===== config.mk =====
export PLATFORM = sky130hd
export DESIGN_NAME = tbcp_parser
export DESIGN_NICKNAME = d
export VERILOG_FILES = /design/src/common/tbcp_pkg.sv /design/src/hdl/tbcp_parser.sv
export SDC_FILE = /design/constraint.sdc
export NUM_CORES = 1
export LEC_CHECK = 0
export BUFFER_PORTS_ARGS = -buffer_cell sky130_fd_sc_hd__buf_2
export CAP_MARGIN = 5
export CORE_MARGIN = 5
export CORE_UTILIZATION = 50
export DETAILED_ROUTE_END_ITERATION = 7
export PLACE_DENSITY_LB_ADDON = 0.3
export REMOVE_ABC_BUFFERS = 1
export SLEW_MARGIN = 5
export SYNTH_ARGS = -nofsm -noshare
export SYNTH_HDL_FRONTEND = slang
export SYNTH_SLANG_ARGS = --single-unit
export TNS_END_PERCENT = 10

===== constraint.sdc =====
create_clock -name ref_clk_i -period 21.9 [get_ports ref_clk_i]
set_input_delay 1.095 -clock ref_clk_i [delete_from_list [all_inputs] [get_ports ref_clk_i]]
set_output_delay 1.095 -clock ref_clk_i [all_outputs]
set_load 0.01 [all_outputs]

===== src/common/tbcp_pkg.sv =====
// shared constants and types for the transmit buffer command parser
// assumes one clock domain and 32-bit words from the transmit data fifo
package tbcp_pkg;

    // ----------------------------------------------------------------
    // command word fields
    // ----------------------------------------------------------------
    localparam int WORD_W = 32;
    localparam int LEN_W = 11;
    localparam int A_OFF_LO = 16;
    localparam int A_FS_BIT = 13;
    localparam int A_LS_BIT = 12;
    localparam int B_CK_BIT = 14;
    localparam int B_NOCRC_BIT = 13;
    localparam int B_NOPAD_BIT = 12;
    // checksum request and reserved bits take no part in the compare
    localparam logic [31:0] B_CMP_MASK = 32'h0000_37FF;

    // ----------------------------------------------------------------
    // sizes and reset values
    // ----------------------------------------------------------------
    localparam int FIFO_DEPTH = 16;
    localparam logic [3:0] BE_ALL = 4'hF;
    localparam logic [31:0] WORD_RST = 32'h0000_0000;
    localparam logic [55:0] ACC_RST = 56'h00_0000_0000_0000;

    // ----------------------------------------------------------------
    // types
    // ----------------------------------------------------------------
    typedef enum logic [2:0] {
        ST_CMDA = 3'b000,
        ST_CMDB = 3'b001,
        ST_DATA = 3'b010,
        ST_FLUSH = 3'b011,
        ST_ERR = 3'b100
    } tbcp_state_type;

    typedef struct packed {
        logic [31:0] data;
        logic [3:0] be;
        logic last;
        logic csum;
        logic no_crc;
        logic no_pad;
    } tbcp_word_type;

endpackage : tbcp_pkg


===== src/hdl/tbcp_parser.sv =====
// transmit buffer command parser and its output word fifo
// assumes a word stream from the transmit data fifo read side, valid/ready,
// and a mac transmit interface that takes words with byte enables
`timescale 1ns/100ps

// ----------------------------------------------------------------
// output word fifo
// ----------------------------------------------------------------
module tbcp_fifo #(
    parameter int WIDTH = 40,
    parameter int DEPTH = 16
) (
    input wire logic ref_clk_i,
    input wire logic reset_i,
    input wire logic [WIDTH-1:0] in_data_i,
    input wire logic in_valid_i,
    output logic in_ready_o,
    output logic [WIDTH-1:0] out_data_o,
    output logic out_valid_o,
    input wire logic out_ready_i
);
    localparam int AW = $clog2(DEPTH);
    logic [WIDTH-1:0] mem_q [DEPTH];
    logic [AW-1:0] wr_q, rd_q;
    logic [AW:0] cnt_q;
    logic push, pop;
    assign in_ready_o = (cnt_q != DEPTH[AW:0]);
    assign out_valid_o = (cnt_q != '0);
    assign out_data_o = mem_q[rd_q];
    assign push = in_valid_i && in_ready_o;
    assign pop = out_valid_o && out_ready_i;
    always_ff @(posedge ref_clk_i) begin
        if (push) begin
            mem_q[wr_q] <= in_data_i;
        end
    end
    always_ff @(posedge ref_clk_i) begin
        if (reset_i) begin
            wr_q <= '0;
            rd_q <= '0;
            cnt_q <= '0;
        end else begin
            if (push) begin
                wr_q <= (wr_q == AW'(DEPTH - 1)) ? '0 : wr_q + 1'b1;
            end
            if (pop) begin
                rd_q <= (rd_q == AW'(DEPTH - 1)) ? '0 : rd_q + 1'b1;
            end
            cnt_q <= cnt_q + {{AW{1'b0}}, push} - {{AW{1'b0}}, pop};
        end
    end

endmodule : tbcp_fifo

// Behaviour
// - checksum only with request, first segment, enable
// - crc-suppress bit stops crc append
// - pad-suppress bit stops short-frame padding
// - pad suppression forces crc append anyway
// - frame length is payload bytes only
// - length mismatch raises transmit error flag
// - move exactly frame length bytes out
// - final word carries partial byte enables
// - payload begins after two command words
// - start offset picks first valid lane
// - payload contiguous, buffer ends anywhere
// - trailing unused bytes never forwarded
// - start offset sits in first command bits
// - first command marks first, last segment
// - second command differs, transmit error raised
module tbcp_parser #(
    parameter int FIFO_DEPTH = tbcp_pkg::FIFO_DEPTH
) (
    input wire logic ref_clk_i,
    input wire logic reset_i,
    input wire logic [31:0] txf_data_i,
    input wire logic txf_valid_i,
    output logic txf_ready_o,
    input wire logic tx_checksum_engine_enable_i,
    input wire logic txe_clear_i,
    output tbcp_pkg::tbcp_word_type mac_word_o,
    output logic mac_valid_o,
    input wire logic mac_ready_i,
    output logic transmit_error_flag_o,
    output logic txe_event_o
);
    // ----------------------------------------------------------------
    // state and storage
    // ----------------------------------------------------------------
    tbcp_pkg::tbcp_state_type state_q;
    logic [31:0] cmda_q, frame_b_q;
    logic in_frame_q, first_word_q, csum_q, txe_q;
    logic [10:0] buf_left_q;
    logic [11:0] got_q;
    logic [55:0] acc_q;
    logic [2:0] cnt_q;
    logic push_v, push_rdy, take, err_a, err_b, mism, buf_end, frame_end;
    tbcp_pkg::tbcp_word_type push_w;
    logic [11:0] tot;
    logic [1:0] lo;
    logic [2:0] avail, n;
    logic [31:0] shifted, bytes;
    logic [3:0] sum, keep;
    logic [55:0] merged;
    function automatic logic [3:0] lane_mask(input logic [2:0] k);
        lane_mask = (k >= 3'd4) ? tbcp_pkg::BE_ALL : 4'((5'h01 << k) - 5'h01);
    endfunction : lane_mask
    assign txf_ready_o = push_rdy && (state_q == tbcp_pkg::ST_CMDA
        || state_q == tbcp_pkg::ST_CMDB || state_q == tbcp_pkg::ST_DATA);
    assign take = txf_valid_i && txf_ready_o;

    // ----------------------------------------------------------------
    // buffer checks
    // ----------------------------------------------------------------
    assign err_a = (in_frame_q == txf_data_i[tbcp_pkg::A_FS_BIT])
        || (txf_data_i[10:0] == 11'h000);
    assign tot = got_q + {1'b0, cmda_q[10:0]};
    // compare only the defined fields
    assign mism = in_frame_q
        && (((txf_data_i ^ frame_b_q) & tbcp_pkg::B_CMP_MASK) != '0);
    assign err_b = mism
        || (cmda_q[tbcp_pkg::A_LS_BIT] != (tot >= {1'b0, txf_data_i[10:0]}))
        || (cmda_q[tbcp_pkg::A_LS_BIT] && tot != {1'b0, txf_data_i[10:0]});

    // ----------------------------------------------------------------
    // byte extraction
    // ----------------------------------------------------------------
    assign lo = first_word_q ? cmda_q[tbcp_pkg::A_OFF_LO +: 2] : 2'b00;
    assign avail = 3'd4 - {1'b0, lo};
    assign n = (buf_left_q < {8'h00, avail}) ? buf_left_q[2:0] : avail;
    assign shifted = txf_data_i >> {lo, 3'b000};
    assign sum = {1'b0, cnt_q} + {1'b0, n};
    assign merged = acc_q | ({24'h00_0000, bytes} << {cnt_q, 3'b000});
    assign buf_end = (buf_left_q == {8'h00, n});
    assign frame_end = buf_end && cmda_q[tbcp_pkg::A_LS_BIT];
    assign keep = lane_mask(n);
    always_comb begin
        bytes = 32'h0000_0000;
        for (int i = 0; i < 4; i++) begin
            if (keep[i]) begin
                bytes[i*8 +: 8] = shifted[i*8 +: 8];
            end
        end
    end

    // ----------------------------------------------------------------
    // output word assembly
    // ----------------------------------------------------------------
    always_comb begin
        push_v = 1'b0;
        push_w.data = 32'h0000_0000;
        push_w.be = 4'h0;
        push_w.last = 1'b0;
        push_w.csum = csum_q;
        // pad suppression overrides crc suppression
        push_w.no_crc = frame_b_q[tbcp_pkg::B_NOCRC_BIT]
            && !frame_b_q[tbcp_pkg::B_NOPAD_BIT];
        push_w.no_pad = frame_b_q[tbcp_pkg::B_NOPAD_BIT];
        case (state_q)
            tbcp_pkg::ST_DATA: begin
                if (take && (sum >= 4'd4 || frame_end)) begin
                    push_v = 1'b1;
                    push_w.data = merged[31:0];
                    push_w.be = lane_mask(sum[3] ? 3'd4 : sum[2:0]);
                    push_w.last = frame_end && sum <= 4'd4;
                end
            end
            tbcp_pkg::ST_FLUSH: begin
                push_v = 1'b1;
                push_w.data = acc_q[31:0];
                push_w.be = lane_mask(cnt_q);
                push_w.last = 1'b1;
            end
            default: begin
                push_v = 1'b0;
            end
        endcase
    end
    // ----------------------------------------------------------------
    // sequencing
    // ----------------------------------------------------------------
    always_ff @(posedge ref_clk_i) begin
        if (reset_i) begin
            state_q <= tbcp_pkg::ST_CMDA;
        end else begin
            case (state_q)
                tbcp_pkg::ST_CMDA: begin
                    if (take) begin
                        state_q <= err_a ? tbcp_pkg::ST_ERR : tbcp_pkg::ST_CMDB;
                    end
                end
                tbcp_pkg::ST_CMDB: begin
                    if (take) begin
                        state_q <= err_b ? tbcp_pkg::ST_ERR : tbcp_pkg::ST_DATA;
                    end
                end
                tbcp_pkg::ST_DATA: begin
                    if (take && buf_end) begin
                        state_q <= (frame_end && sum > 4'd4) ? tbcp_pkg::ST_FLUSH
                            : tbcp_pkg::ST_CMDA;
                    end
                end
                tbcp_pkg::ST_FLUSH: begin
                    if (push_rdy) begin
                        state_q <= tbcp_pkg::ST_CMDA;
                    end
                end
                // a broken buffer chain cannot be resynchronised; reset only
                tbcp_pkg::ST_ERR: state_q <= tbcp_pkg::ST_ERR;
                default: state_q <= tbcp_pkg::ST_ERR;
            endcase
        end
    end
    always_ff @(posedge ref_clk_i) begin
        if (reset_i) begin
            cmda_q <= tbcp_pkg::WORD_RST;
            frame_b_q <= tbcp_pkg::WORD_RST;
            csum_q <= 1'b0;
        end else if (take && state_q == tbcp_pkg::ST_CMDA) begin
            cmda_q <= txf_data_i;
        end else if (take && state_q == tbcp_pkg::ST_CMDB && !in_frame_q) begin
            frame_b_q <= txf_data_i;
            csum_q <= txf_data_i[tbcp_pkg::B_CK_BIT]
                && cmda_q[tbcp_pkg::A_FS_BIT] && tx_checksum_engine_enable_i;
        end
    end
    always_ff @(posedge ref_clk_i) begin
        if (reset_i) begin
            in_frame_q <= 1'b0;
            first_word_q <= 1'b0;
            buf_left_q <= 11'h000;
            got_q <= 12'h000;
        end else if (take && state_q == tbcp_pkg::ST_CMDB) begin
            buf_left_q <= cmda_q[10:0];
            first_word_q <= 1'b1;
            got_q <= tot;
        end else if (take && state_q == tbcp_pkg::ST_DATA) begin
            first_word_q <= 1'b0;
            buf_left_q <= buf_left_q - {8'h00, n};
            if (buf_end) begin
                in_frame_q <= !cmda_q[tbcp_pkg::A_LS_BIT];
                if (cmda_q[tbcp_pkg::A_LS_BIT]) begin
                    got_q <= 12'h000;
                end
            end
        end
    end
    always_ff @(posedge ref_clk_i) begin
        if (reset_i) begin
            acc_q <= tbcp_pkg::ACC_RST;
            cnt_q <= 3'd0;
        end else if (take && state_q == tbcp_pkg::ST_DATA) begin
            if (sum >= 4'd4) begin
                acc_q <= merged >> 32;
                cnt_q <= 3'(sum - 4'd4);
            end else if (frame_end) begin
                acc_q <= tbcp_pkg::ACC_RST;
                cnt_q <= 3'd0;
            end else begin
                acc_q <= merged;
                cnt_q <= sum[2:0];
            end
        end else if (state_q == tbcp_pkg::ST_FLUSH && push_rdy) begin
            acc_q <= tbcp_pkg::ACC_RST;
            cnt_q <= 3'd0;
        end
    end

    // ----------------------------------------------------------------
    // error flag
    // ----------------------------------------------------------------
    assign txe_event_o = take && ((state_q == tbcp_pkg::ST_CMDA && err_a)
        || (state_q == tbcp_pkg::ST_CMDB && err_b));
    // a new error in the clearing cycle keeps the flag set
    always_ff @(posedge ref_clk_i) begin
        if (reset_i) begin
            txe_q <= 1'b0;
        end else if (txe_event_o) begin
            txe_q <= 1'b1;
        end else if (txe_clear_i) begin
            txe_q <= 1'b0;
        end
    end
    assign transmit_error_flag_o = txe_q;

    // ----------------------------------------------------------------
    // output buffering
    // ----------------------------------------------------------------
    tbcp_fifo #(
        .WIDTH($bits(tbcp_pkg::tbcp_word_type)),
        .DEPTH(FIFO_DEPTH)
    ) u_fifo (
        .ref_clk_i(ref_clk_i),
        .reset_i(reset_i),
        .in_data_i(push_w),
        .in_valid_i(push_v),
        .in_ready_o(push_rdy),
        .out_data_o(mac_word_o),
        .out_valid_o(mac_valid_o),
        .out_ready_i(mac_ready_i)
    );
endmodule : tbcp_parser


# ---- Yosys cells after proc, flatten, opt, wreduce, memory -nomap -nowiden
# Memories as Yosys holds them, arrays and structs flattened. A register that Yosys moved wholly into a read port is not among the register bits.
# Index checks and enable logic that the tools add are counted.
# W data, S select, Z words.
dict set report word_totals {
  reg_bits 134
  ram_bits 640
  input_bits 38
  output_inout_bits 44
  wordCells 149
  memories 1
}
# name depth word_bits read_ports rd_clocked_by_memory_dff write_ports line
set mem_list {}
lappend mem_list {u_fifo.mem_q 16 40 1 1 1 tbcp_parser.sv:23} ;# logic [WIDTH-1:0] mem_q [DEPTH];
dict set report classes {
  addsub 12
  magnitude_cmp 8
  n_eq_ne 14
  n_shift 5
  n_mux 46
  bitwise 4
  reduce_logical 45
}
# operator count
set op_table {}
lappend op_table {{$mux W56} 4}
lappend op_table {{$pmux W37 S2} 1}
lappend op_table {{$or A56 B56 Y56} 1}
lappend op_table {{$shl A32 B6 Y56} 1}
lappend op_table {{$mux W12} 4}
lappend op_table {{$mux W37} 1}
lappend op_table {{$mux W3} 12}
lappend op_table {{$mux W8} 4}
lappend op_table {{$reduce_bool A32 Y1} 1}
lappend op_table {{$shr A32 B5 Y32} 1}
lappend op_table {{$mux W4} 7}
lappend op_table {{$logic_and A1 B1 Y1} 22}
lappend op_table {{$mux W11} 2}
lappend op_table {{$xor A14 B14 Y14} 1}
lappend op_table {{$add A12 B11 Y12} 1}
lappend op_table {{$ge A12 B11 Y1} 1}
lappend op_table {{$ne A12 B11 Y1} 1}
lappend op_table {{$pmux W3 S4} 1}
lappend op_table {{$shl A1 B3 Y4 const A} 3}
lappend op_table {{$sub A4 B1 Y4 const B} 3}
lappend op_table {{$eq A11 B3 Y1} 1}
lappend op_table {{$logic_not A11 Y1} 1}
lappend op_table {{$lt A11 B3 Y1} 1}
lappend op_table {{$sub A11 B3 Y11} 1}
lappend op_table {{29 further kinds} 58}

# ---- Longest topological paths before layout
# Gate-level depths: netlist (run 1).
dict set report logic_depth {
  ltp_word 13
  depth_mapped 26
  ltp_nobuf 25
}

# ---- Hierarchy
# A second synthesis (run 1) with hierarchy kept.
dict set report hier_totals {
  cells_unflattened 2109
  area_unflattened_um2 33160.6
}
# module n_inst cells_per_inst area_per_inst_um2 seq_area_each_um2
set modules_own_cells {}
lappend modules_own_cells {tbcp_fifo 1 1084 25160.4 19558.8}
lappend modules_own_cells {tbcp_parser 1 1025 8000.2 2342.2}

# ---- Worst setup path after synthesis (run 1)
# No wires, ideal clock.
dict set report synth_path {
  path_type {reg-to-reg}
  start {register first_word_q}
  end {memory u_fifo.mem_q[3][0], enable pin}
  setup_ps 487
  arrival_ps 6722
  t_required_ps 21413
  slack_ps 14691
  stages_incl_launch_ff 20
  path_buffers 1
  period_less_slack_ps 7209
  path_cell_list {dfxtp_1 and2_1 inv_1 buf_1 ha_1 inv_1 ha_1 nor4bb_1 o21bai_1 nor2_1 o21ai_0 ha_1 fa_1 nor2b_1 a31oi_1 o21ai_2 o21a_1 inv_2 nand2_1 nor3_1}
}
dict set report synth_via {
  elab_chain_len 13
  word_cells_on_any_way 15
  cone_classes {2 x add/sub; 2 x order compare; 1 x eq/ne; 6 x mux; 4 x reduce/logical}
}
# item line
set synth_rtl {}
lappend synth_rtl {{from (decl)} tbcp_parser.sv:92} ;# logic in_frame_q, first_word_q, csum_q, txe_q;
lappend synth_rtl {{from (signal assigned)} tbcp_parser.sv:230} ;# first_word_q <= 1'b0;
lappend synth_rtl {{from (signal assigned)} tbcp_parser.sv:235} ;# first_word_q <= 1'b1;
lappend synth_rtl {{from (signal assigned)} tbcp_parser.sv:238} ;# first_word_q <= 1'b0;
lappend synth_rtl {{$mux W2 (*)} tbcp_parser.sv:128} ;# assign lo = first_word_q ? cmda_q[tbcp_pkg::A_OFF_LO +: 2] : 2'b00;
lappend synth_rtl {{$sub A3 B2 Y3 (*)} tbcp_parser.sv:129} ;# assign avail = 3'd4 - {1'b0, lo};
lappend synth_rtl {{$lt A11 B3 Y1} tbcp_parser.sv:130} ;# assign n = (buf_left_q < {8'h00, avail}) ? buf_left_q[2:0] : avail;
lappend synth_rtl {{$mux W3 (*)} tbcp_parser.sv:130}
lappend synth_rtl {{$add A3 B3 Y4 / $eq A11 B3 Y1 (equally long branches)} {tbcp_parser.sv:132, tbcp_parser.sv:134}}
lappend synth_rtl {{$ge A4 B3 Y1 / $logic_and A1 B1 Y1 (equally long branches)} {tbcp_parser.sv:161, tbcp_parser.sv:135}}
lappend synth_rtl {{$logic_or A1 B1 Y1 (*)} tbcp_parser.sv:161} ;# if (take && (sum >= 4'd4 || frame_end)) begin
lappend synth_rtl {{$logic_and A1 B1 Y1 (*)} tbcp_parser.sv:161}
lappend synth_rtl {{$mux W1 (*)} tbcp_parser.sv:161}
lappend synth_rtl {{$pmux W1 S2 (*)} tbcp_parser.sv:159} ;# case (state_q)
lappend synth_rtl {{$logic_and A1 B1 Y1 (*)} tbcp_parser.sv:30} ;# assign push = in_valid_i && in_ready_o;
lappend synth_rtl {{$mux W1 (*)} tbcp_parser.sv:33} ;# if (push) begin
lappend synth_rtl {{$mux W1 (not written as such) (*)} tbcp_parser.sv:34} ;# mem_q[wr_q] <= in_data_i;
lappend synth_rtl {{to (decl)} tbcp_parser.sv:23}
# Mark *: on every way between the ends. The rest lies on a longest branch, timed or not.

# ---- Final worst setup path (run 1)
dict set report layout_path {
  start {register first_word_q}
  end {memory u_fifo.mem_q[3][37], enable pin}
}
# The elaborated chain is that of the path after synthesis.

==> metrics.cfg, run 1 <==
[routing]
routed_wl_um = 86200
post_drt_wl_per_cell_um = 27.7
firstDrtPassIters = 7
drtAntennaViolNets = 0
via_per_inst = 6.38
drc_errors = 0
vias = 19873
drt_iter0_drc = 2306

[cells_and_area]
nFillCells = 4997
syn_to_final_growth_pct = 12.4
multi_input_area_mm2 = 0.0107
finalNonFillerCells = 3117
seqCellArea_mm2 = 0.0219
drive_gt1_frac = 0.230
nets = 2275

[clock_network]
cts_root_buf = clkbuf_16
clkTransAtPathRegs_ns = 0.06
cts_hold_buffers = 0
cts.sinks = 774
clock_latency_ns = 0.63
cts-resized-gates = 0
h-tree-depth = 3
cts_max_path_buffers = 3
post_cts_buffers = 0
cts_inserted_buffers = 79
cts_tree = built

[timing]
rsz0062_at_grt = false
worst_slew_pin_slew_ns = 1.38
setup_viol = 0
period_needed_ns = 7.70
fin_tns_setup_ns = 0
finClkSkew_ns = 0.0280
report.final.slew_viol_count = 0
finalHoldViolCount = 0
relSlewSlack = 0.0794
max_freq_mhz = 130
fin_crit_sh = 0.351

[yosys]
syn_area_per_cell_um2 = 15.9
syn_inst = 2084
yosys_register_bits = 774
ys_types = 92
synth_area_mm2 = 0.0331
synth_edf_count = 640
async_reset_ff_frac = 0
yosys_warnings = 0
ys_seq_area_frac = 0.661
yosys_most_used_dff = edfxtp_1

[global_routing]
antenna_found_initial = 6
grt_pass1_wl_um = 129000
first_global_vias = 19730
grt.overflow.total = 0
grt_max_degree = 68
grt_usage = 0.240

[setup_path]
cp_top_family = simple AND/OR/NAND/NOR gates
cp_data_required_time_ns = 22.15
rr_worst_depth = 19
cpPeakStageDelay_ns = 0.72
end_kind = flop
r2r-end = u_fifo.mem_q[3][37]
crit_type = flop to flop
arrival_ns = 7.95
timing.rr.start = first_word_q
path_cells = and2_1 > inv_1 > ha_1 > inv_1 > ha_1 > nor4bb_1 > o21bai_1 > nor2_1 > o21ai_0 > ha_1 > fa_1 > nor2b_1 > a31oi_1 > o21ai_2 > o21a_1 > inv_2 > nand2_1 > nor3_2 > buf_4
worst-path-buf-inv = 4
r2r_setup_slack_ns = 14.20
crit_top_cell = ha_1
crit_path_start_kind = flop
crit_fanout = 32
critical_path.slowest_cell = nor3_2

[place]
numPortBuffers = 81
gp_congestion = 1.00
dp.cells = 2969
place.detailed.hpwl_um = 55300

[die]
die_h_um = 267
dieArea_mm2 = 0.0715
core_area_mm2 = 0.0657
pin_count = 82
initial_core_util = 0.504
die_w_um = 267
num_rows = 94

[run_status]
run_status = complete, no violations

[power]
p_per_area_mw_per_mm2 = 92.8
power.leakage_nw = 12.2
peakVddDrop_mv = 0.0968

[worst_hold_path]
hold_path.startpoint = acc_q[41]
hold_end = acc_q[41]
hold_path.class = flop to flop
hold_path_depth = 2

[run]
maxCapViolations = 0

Yosys cell counts, drive strengths merged, types with 11 or more instances:
cell / instances / area share
edfxtp: 640 / 0.58
nor3: 39 / 0.0064
dfxtp: 134 / 0.081
nand3: 14 / 0.0021
a22o: 18 / 0.0048
xnor2: 19 / 0.0050
a221oi: 19 / 0.0052
nor2: 118 / 0.014
clkbuf: 87 / 0.010
a221o: 13 / 0.0040
mux2i: 25 / 0.0076
nand2: 170 / 0.019
a211oi: 16 / 0.0039
ha: 45 / 0.017
mux2: 12 / 0.0041
inv: 50 / 0.0057
o211ai: 13 / 0.0029
o221ai: 11 / 0.0029
buf: 27 / 0.0036
a21o: 12 / 0.0027
mux4: 200 / 0.14
nand2b: 12 / 0.0023
a22oi: 42 / 0.0097
o21ai: 98 / 0.015
a21oi: 76 / 0.011
nor2b: 12 / 0.0023
xor2: 13 / 0.0034
where the power goes:
group	switching [W]	internal (W)	leakage, nW	total, W
clock	0.000554	0.000748	1.22	0.00130
combinational	0.000287	0.000240	3.85	0.000528
sequential	0.0000376	0.00159	7.15	0.00162
layer usage:
| metal | up-vias | routed length [um] | track usage |
|---|---|---|---|
| met5 | - | 39 | 0 |
| met2 | 981 | 41000 | 0.380 |
| met4 | 6 | 2270 | 0.0658 |
| met3 | 162 | 7570 | 0.0412 |
| li1 | 8569 | - | - |
| met1 | 10155 | 35400 | 0.351 |
worst min-delay path: cells and delay by family, from the launching register on:
kind | cells | cell delay [ns]
AO/OA/AOI/OAI | 1 | 0.06
flip-flops | 1 | 0.32
AND/OR/NAND/NOR | 1 | 0.05
final cells by class:
class / instances / area share
Multi-Input combinational cell: 1144 / 0.287
Tap cell: 864 / 0.0290
Antenna cell: 3 / 0.000202
Sequential cell: 774 / 0.589
Clock buffer: 101 / 0.0559
Timing Repair Buffer: 139 / 0.0229
Clock inverter: 42 / 0.0111
Inverter: 50 / 0.00504
placed cells by master, fill, tap and decap left out, types with 14 or more instances in the layout:
cell type,n
buf_2,80
buf_4,57
edfxtp_1,640
ha_1,45
xnor2_1,19
clkbuf_16,79
clkbuf_1,20
nor2_1,102
a22o_1,17
nand3_1,14
o21ai_0,93
clkinv_1,14
a211oi_1,14
a21oi_1,74
dfxtp_1,130
nand2_1,168
a22oi_1,41
mux4_2,200
mux2i_1,25
a221oi_1,18
nor2_4,14
inv_1,49
nor3_1,33
state kept, by name (all words and copies together) (netlist names), 3 cells and up, named ones only:
register      flops
buf_left_q       11
cnt_q             3
got_q            12
cmda_q           15
u_fifo.cnt_q      5
u_fifo.rd_q       4
u_fifo.mem_q    640
u_fifo.wr_q       4
frame_b_q        13
acc_q            56
state_q           3
cell families after synthesis:
logic type | synth area share
adders and majority gates | 0.0194
muxes | 0.148
DFF | 0.661
and+or+nand+nor | 0.0630
xor gates and xnor gates | 0.00846
buffers and inverters | 0.0201
AOI/OAI and AO/OA | 0.0799
worst max-delay path by stage:
| stage | start | depth (start not counted) | to | slack [ns] |
|---|---|---|---|---|
| after detailed placement | first_word_q | 19 | u_fifo.mem_q[0][27] | 14.22 |
| after global routing | first_word_q | 19 | u_fifo.mem_q[0][37] | 13.65 |
| after floorplan | flop | 2 | mac_word_o[0] | 13.06 |
| final | first_word_q | 19 | u_fifo.mem_q[3][37] | 14.20 |
| after global placement | first_word_q | 19 | u_fifo.mem_q[3][27] | 14.51 |
| after CTS | first_word_q | 19 | u_fifo.mem_q[0][25] | 14.19 |
stage by stage:
step	hold WS (ns)	util	power (W)	cell area (um2)	setup slack [ns]
floorplan	0.426	-	0.00205	32600	13.06
global placement	0.436	0.528	0.00218	34700	14.51
detailed placement	0.445	0.528	0.00219	34700	14.22
CTS	0.460	0.566	0.00349	37200	14.19
global route	0.485	0.566	0.00359	37200	13.65
finish	0.461	0.566	0.00345	37200	14.20
No activity file was read; power rests on OpenSTA's default activity.
==> run 2: changes to the inputs <==
--- a/config.mk
+++ b/config.mk
@@ -5,6 +5,7 @@
 export SDC_FILE = /design/constraint.sdc
 export NUM_CORES = 1
 export LEC_CHECK = 0
+export ABC_AREA = 1
 export BUFFER_PORTS_ARGS = -buffer_cell sky130_fd_sc_hd__buf_2
 export CAP_MARGIN = 5
 export CORE_MARGIN = 5
==> constraint.sdc (replaced) <==
create_clock -name ref_clk_i -period 7.2 [get_ports ref_clk_i]
set_input_delay 0.36 -clock ref_clk_i [delete_from_list [all_inputs] [get_ports ref_clk_i]]
set_output_delay 0.36 -clock ref_clk_i [all_outputs]
set_load 0.01 [all_outputs]
==> metrics.cfg, run 2 <==
[die]
die_h_um = 273
initial_core_util = 0.504
pin_count = 82
num_rows = 96
dieArea_mm2 = 0.0745
core_area_mm2 = 0.0686
die_w_um = 273

[run_status]
run_status = complete, no violations

[timing]
rsz0062_at_grt = false
fin_crit_sh = 0.792
period_needed_ns = 5.70
report.final.slew_viol_count = 0
worst_slew_pin_slew_ns = 1.32
finalHoldViolCount = 0
finClkSkew_ns = 0.0332
setup_viol = 0
max_freq_mhz = 175
relSlewSlack = 0.121

[clock_network]
cts_tree = built
cts_inserted_buffers = 80
cts.sinks = 774
post_cts_buffers = 0
clock_latency_ns = 0.65
clkTransAtPathRegs_ns = 0.06
h-tree-depth = 3
cts_root_buf = clkbuf_16
cts_max_path_buffers = 3

[yosys]
synth_area_leader_cell = edfxtp_1
synthTopCellsByArea = edfxtp_1 56%, dfxtp_1 7.8%, a21oi_1 4.7%, mux2i_1 4.6%, o21ai_0 4.6%
syn_area_per_cell_um2 = 11.0
yosys_warnings = 0
yosys.cell_count.top_type = edfxtp_1
yosys_most_used_dff = edfxtp_1
ys_types = 51
yosys_register_bits = 774
synth_edf_count = 640
synth_top_cell_area_share = 0.556
synth_area_mm2 = 0.0345
syn_inst = 3138
synthTopCellsByCount = 640 x edfxtp_1, 394 x nand2_1, 330 x inv_1
async_reset_ff_frac = 0
ys_seq_area_frac = 0.634

[power]
clockPowerShare = 0.349
p_int_w = 0.00808
peakVddDrop_mv = 0.257
combPwrFrac = 0.226
seqPwrFrac = 0.426
power.leakage_nw = 14.0
p_per_area_mw_per_mm2 = 305
switching_share = 0.315
switching_power_w = 0.00371

[global_routing]
top_usage_layer = met2
met3_usage = 0.0509
grt.overflow.total = 0
grt_usage = 0.250
antenna_found_initial = 4
grt_max_degree = 197
globalRouteMet1Util = 0.351
first_global_vias = 23598
met2_usage = 0.401
grt_pass1_wl_um = 144000

[routing]
firstDrtPassIters = 6
drc_errors = 0
routed_wl_um = 94500
drt_iter0_drc = 2968
drtAntennaViolNets = 0
vias = 24382
via_per_inst = 5.85
post_drt_wl_per_cell_um = 22.7

[cells_and_area]
nets = 3265
drive_gt1_frac = 0.102
nFillCells = 5626
largest_register_ffs = 640
layout_common_cells = 640 x edfxtp_1, 394 x nand2_1, 328 x inv_1
regMostFlops = u_fifo.mem_q
syn_to_final_growth_pct = 11.8
fin_area_mm2 = 0.0386
finalNonFillerCells = 4171
layout_commonest_cell = edfxtp_1
top_regs = u_fifo.mem_q (640), acc_q (56), cmda_q (15)

[setup_path]
crit_path_start_kind = flop
arrival_ns = 6.03
cp_data_required_time_ns = 7.53
crit_fanout = 35
crit_type = flop to flop
end_kind = flop

[run]
maxCapViolations = 0

[worst_hold_path]
hold_path.class = input port to flop

[place]
place.detailed.hpwl_um = 59000
dp.cells = 4025
gp_congestion = 0.915
numPortBuffers = 81
postPlaceCellArea_mm2 = 0.0360

## run 2: changes by cell type after synthesis, sizes merged, moves of 18 or more
cell	previous run	this run
a22oi	42	10
inv	50	336
clkbuf	87	138
nand2	170	401
a21oi	76	326
a22o	18	0
nand3	14	159
mux4	200	0
o21ai	98	334
buf	27	48
nor3	39	12
mux2i	25	160
a221oi	19	0
o211ai	13	177
## run 2: kinds of logic (layout without fill, tap and decap cells)
family | after synthesis | in the layout | share of synthesized area
DFF | 774 | 774 | 0.634
and+or+nand+nor | 724 | 724 | 0.0914
other | 0 | 1 | 0
muxes | 160 | 160 | 0.0464
adders and majority gates | 49 | 49 | 0.0186
xor gates and xnor gates | 24 | 24 | 0.00608
AOI/OAI and AO/OA | 882 | 882 | 0.145
buffers and inverters | 525 | 626 | 0.0588
## run 2: cell type report
cell class	count	area [um2]	area share
clock buffer	106	2210	0.0572
antenna	1	2.50	0.0000648
clock inverter	37	403	0.0104
multi-input combinational	1839	10800	0.279
tap	931	1160	0.0302
inverter	339	1270	0.0330
sequential	774	21900	0.567
timing repair buffer	144	893	0.0231
## run 2: power by group through the flow
stage	Combinational [W]	Sequential [W]	Clock [W]
2_1_floorplan	0.00194	0.00525	0
3_3_place_gp	0.00257	0.00511	0
3_5_place_dp	0.00263	0.00511	0
4_1_cts	0.00265	0.00502	0.00416
5_1_grt	0.00293	0.00503	0.00435
6_report	0.00266	0.00502	0.00411
## run 2: worst paths after layout
check | from | endpoint | slack (ns) | cells after the start
max | first_word_q | u_fifo.mem_q[2][8] | 1.50 | 25
min | txf_data_i[14] | csum_q | 0.05 | 3
max reg2reg | first_word_q | u_fifo.mem_q[2][8] | 1.50 | 25
min reg2reg | acc_q[39] | acc_q[39] | 0.46 | 2
## run 2: critical path, cell delays in order, from the launching register on
cell and delay, ns:
dfxtp_1 0.36, nand2_1 0.10, ha_1 0.31, inv_1 0.04
ha_1 0.26, nand2_1 0.06, inv_1 0.05, a21oi_1 0.20
nand3_1 0.11, nand2_2 0.14, inv_1 0.09, ha_1 0.22
fa_1 0.42, xor2_1 0.18, inv_1 0.09, nand2_1 0.13
inv_2 0.10, nand2_1 0.13, nand2_1 0.09, inv_2 0.07
buf_4 0.35, o21ai_2 0.15, inv_2 0.14, nand2_1 0.24
nor2_4 1.00, buf_4 0.34
## run 2: routing by layer
metal / vias up / part of all wire
met1: 11853 / 0.41
met4: 4 / 0.026
met3: 162 / 0.091
li1: 11274 / -
met5: - / 0.00028
met2: 1089 / 0.47
## run 2: timing repair
| action | in CTS | in global routing |
|---|---|---|
| gates resized for setup | 0 | 0 |
| endpoints found under the hold margin | 1 | 0 |
| hold buffers | 1 | 0 |
## run 2: stage by stage
step           TNS, ns  hold slack (ns)  power, W  worst slack [ns]   util
2_1_floorplan  -175.09            0.427   0.00719             -4.40      -
3_3_place_gp         0            0.448   0.00768              1.54  0.525
3_5_place_dp         0            0.456   0.00774              1.59  0.525
4_1_cts              0           0.0125    0.0118              1.55  0.563
5_1_grt              0           0.0471    0.0123              1.14  0.563
6_report             0           0.0480    0.0118              1.50  0.563
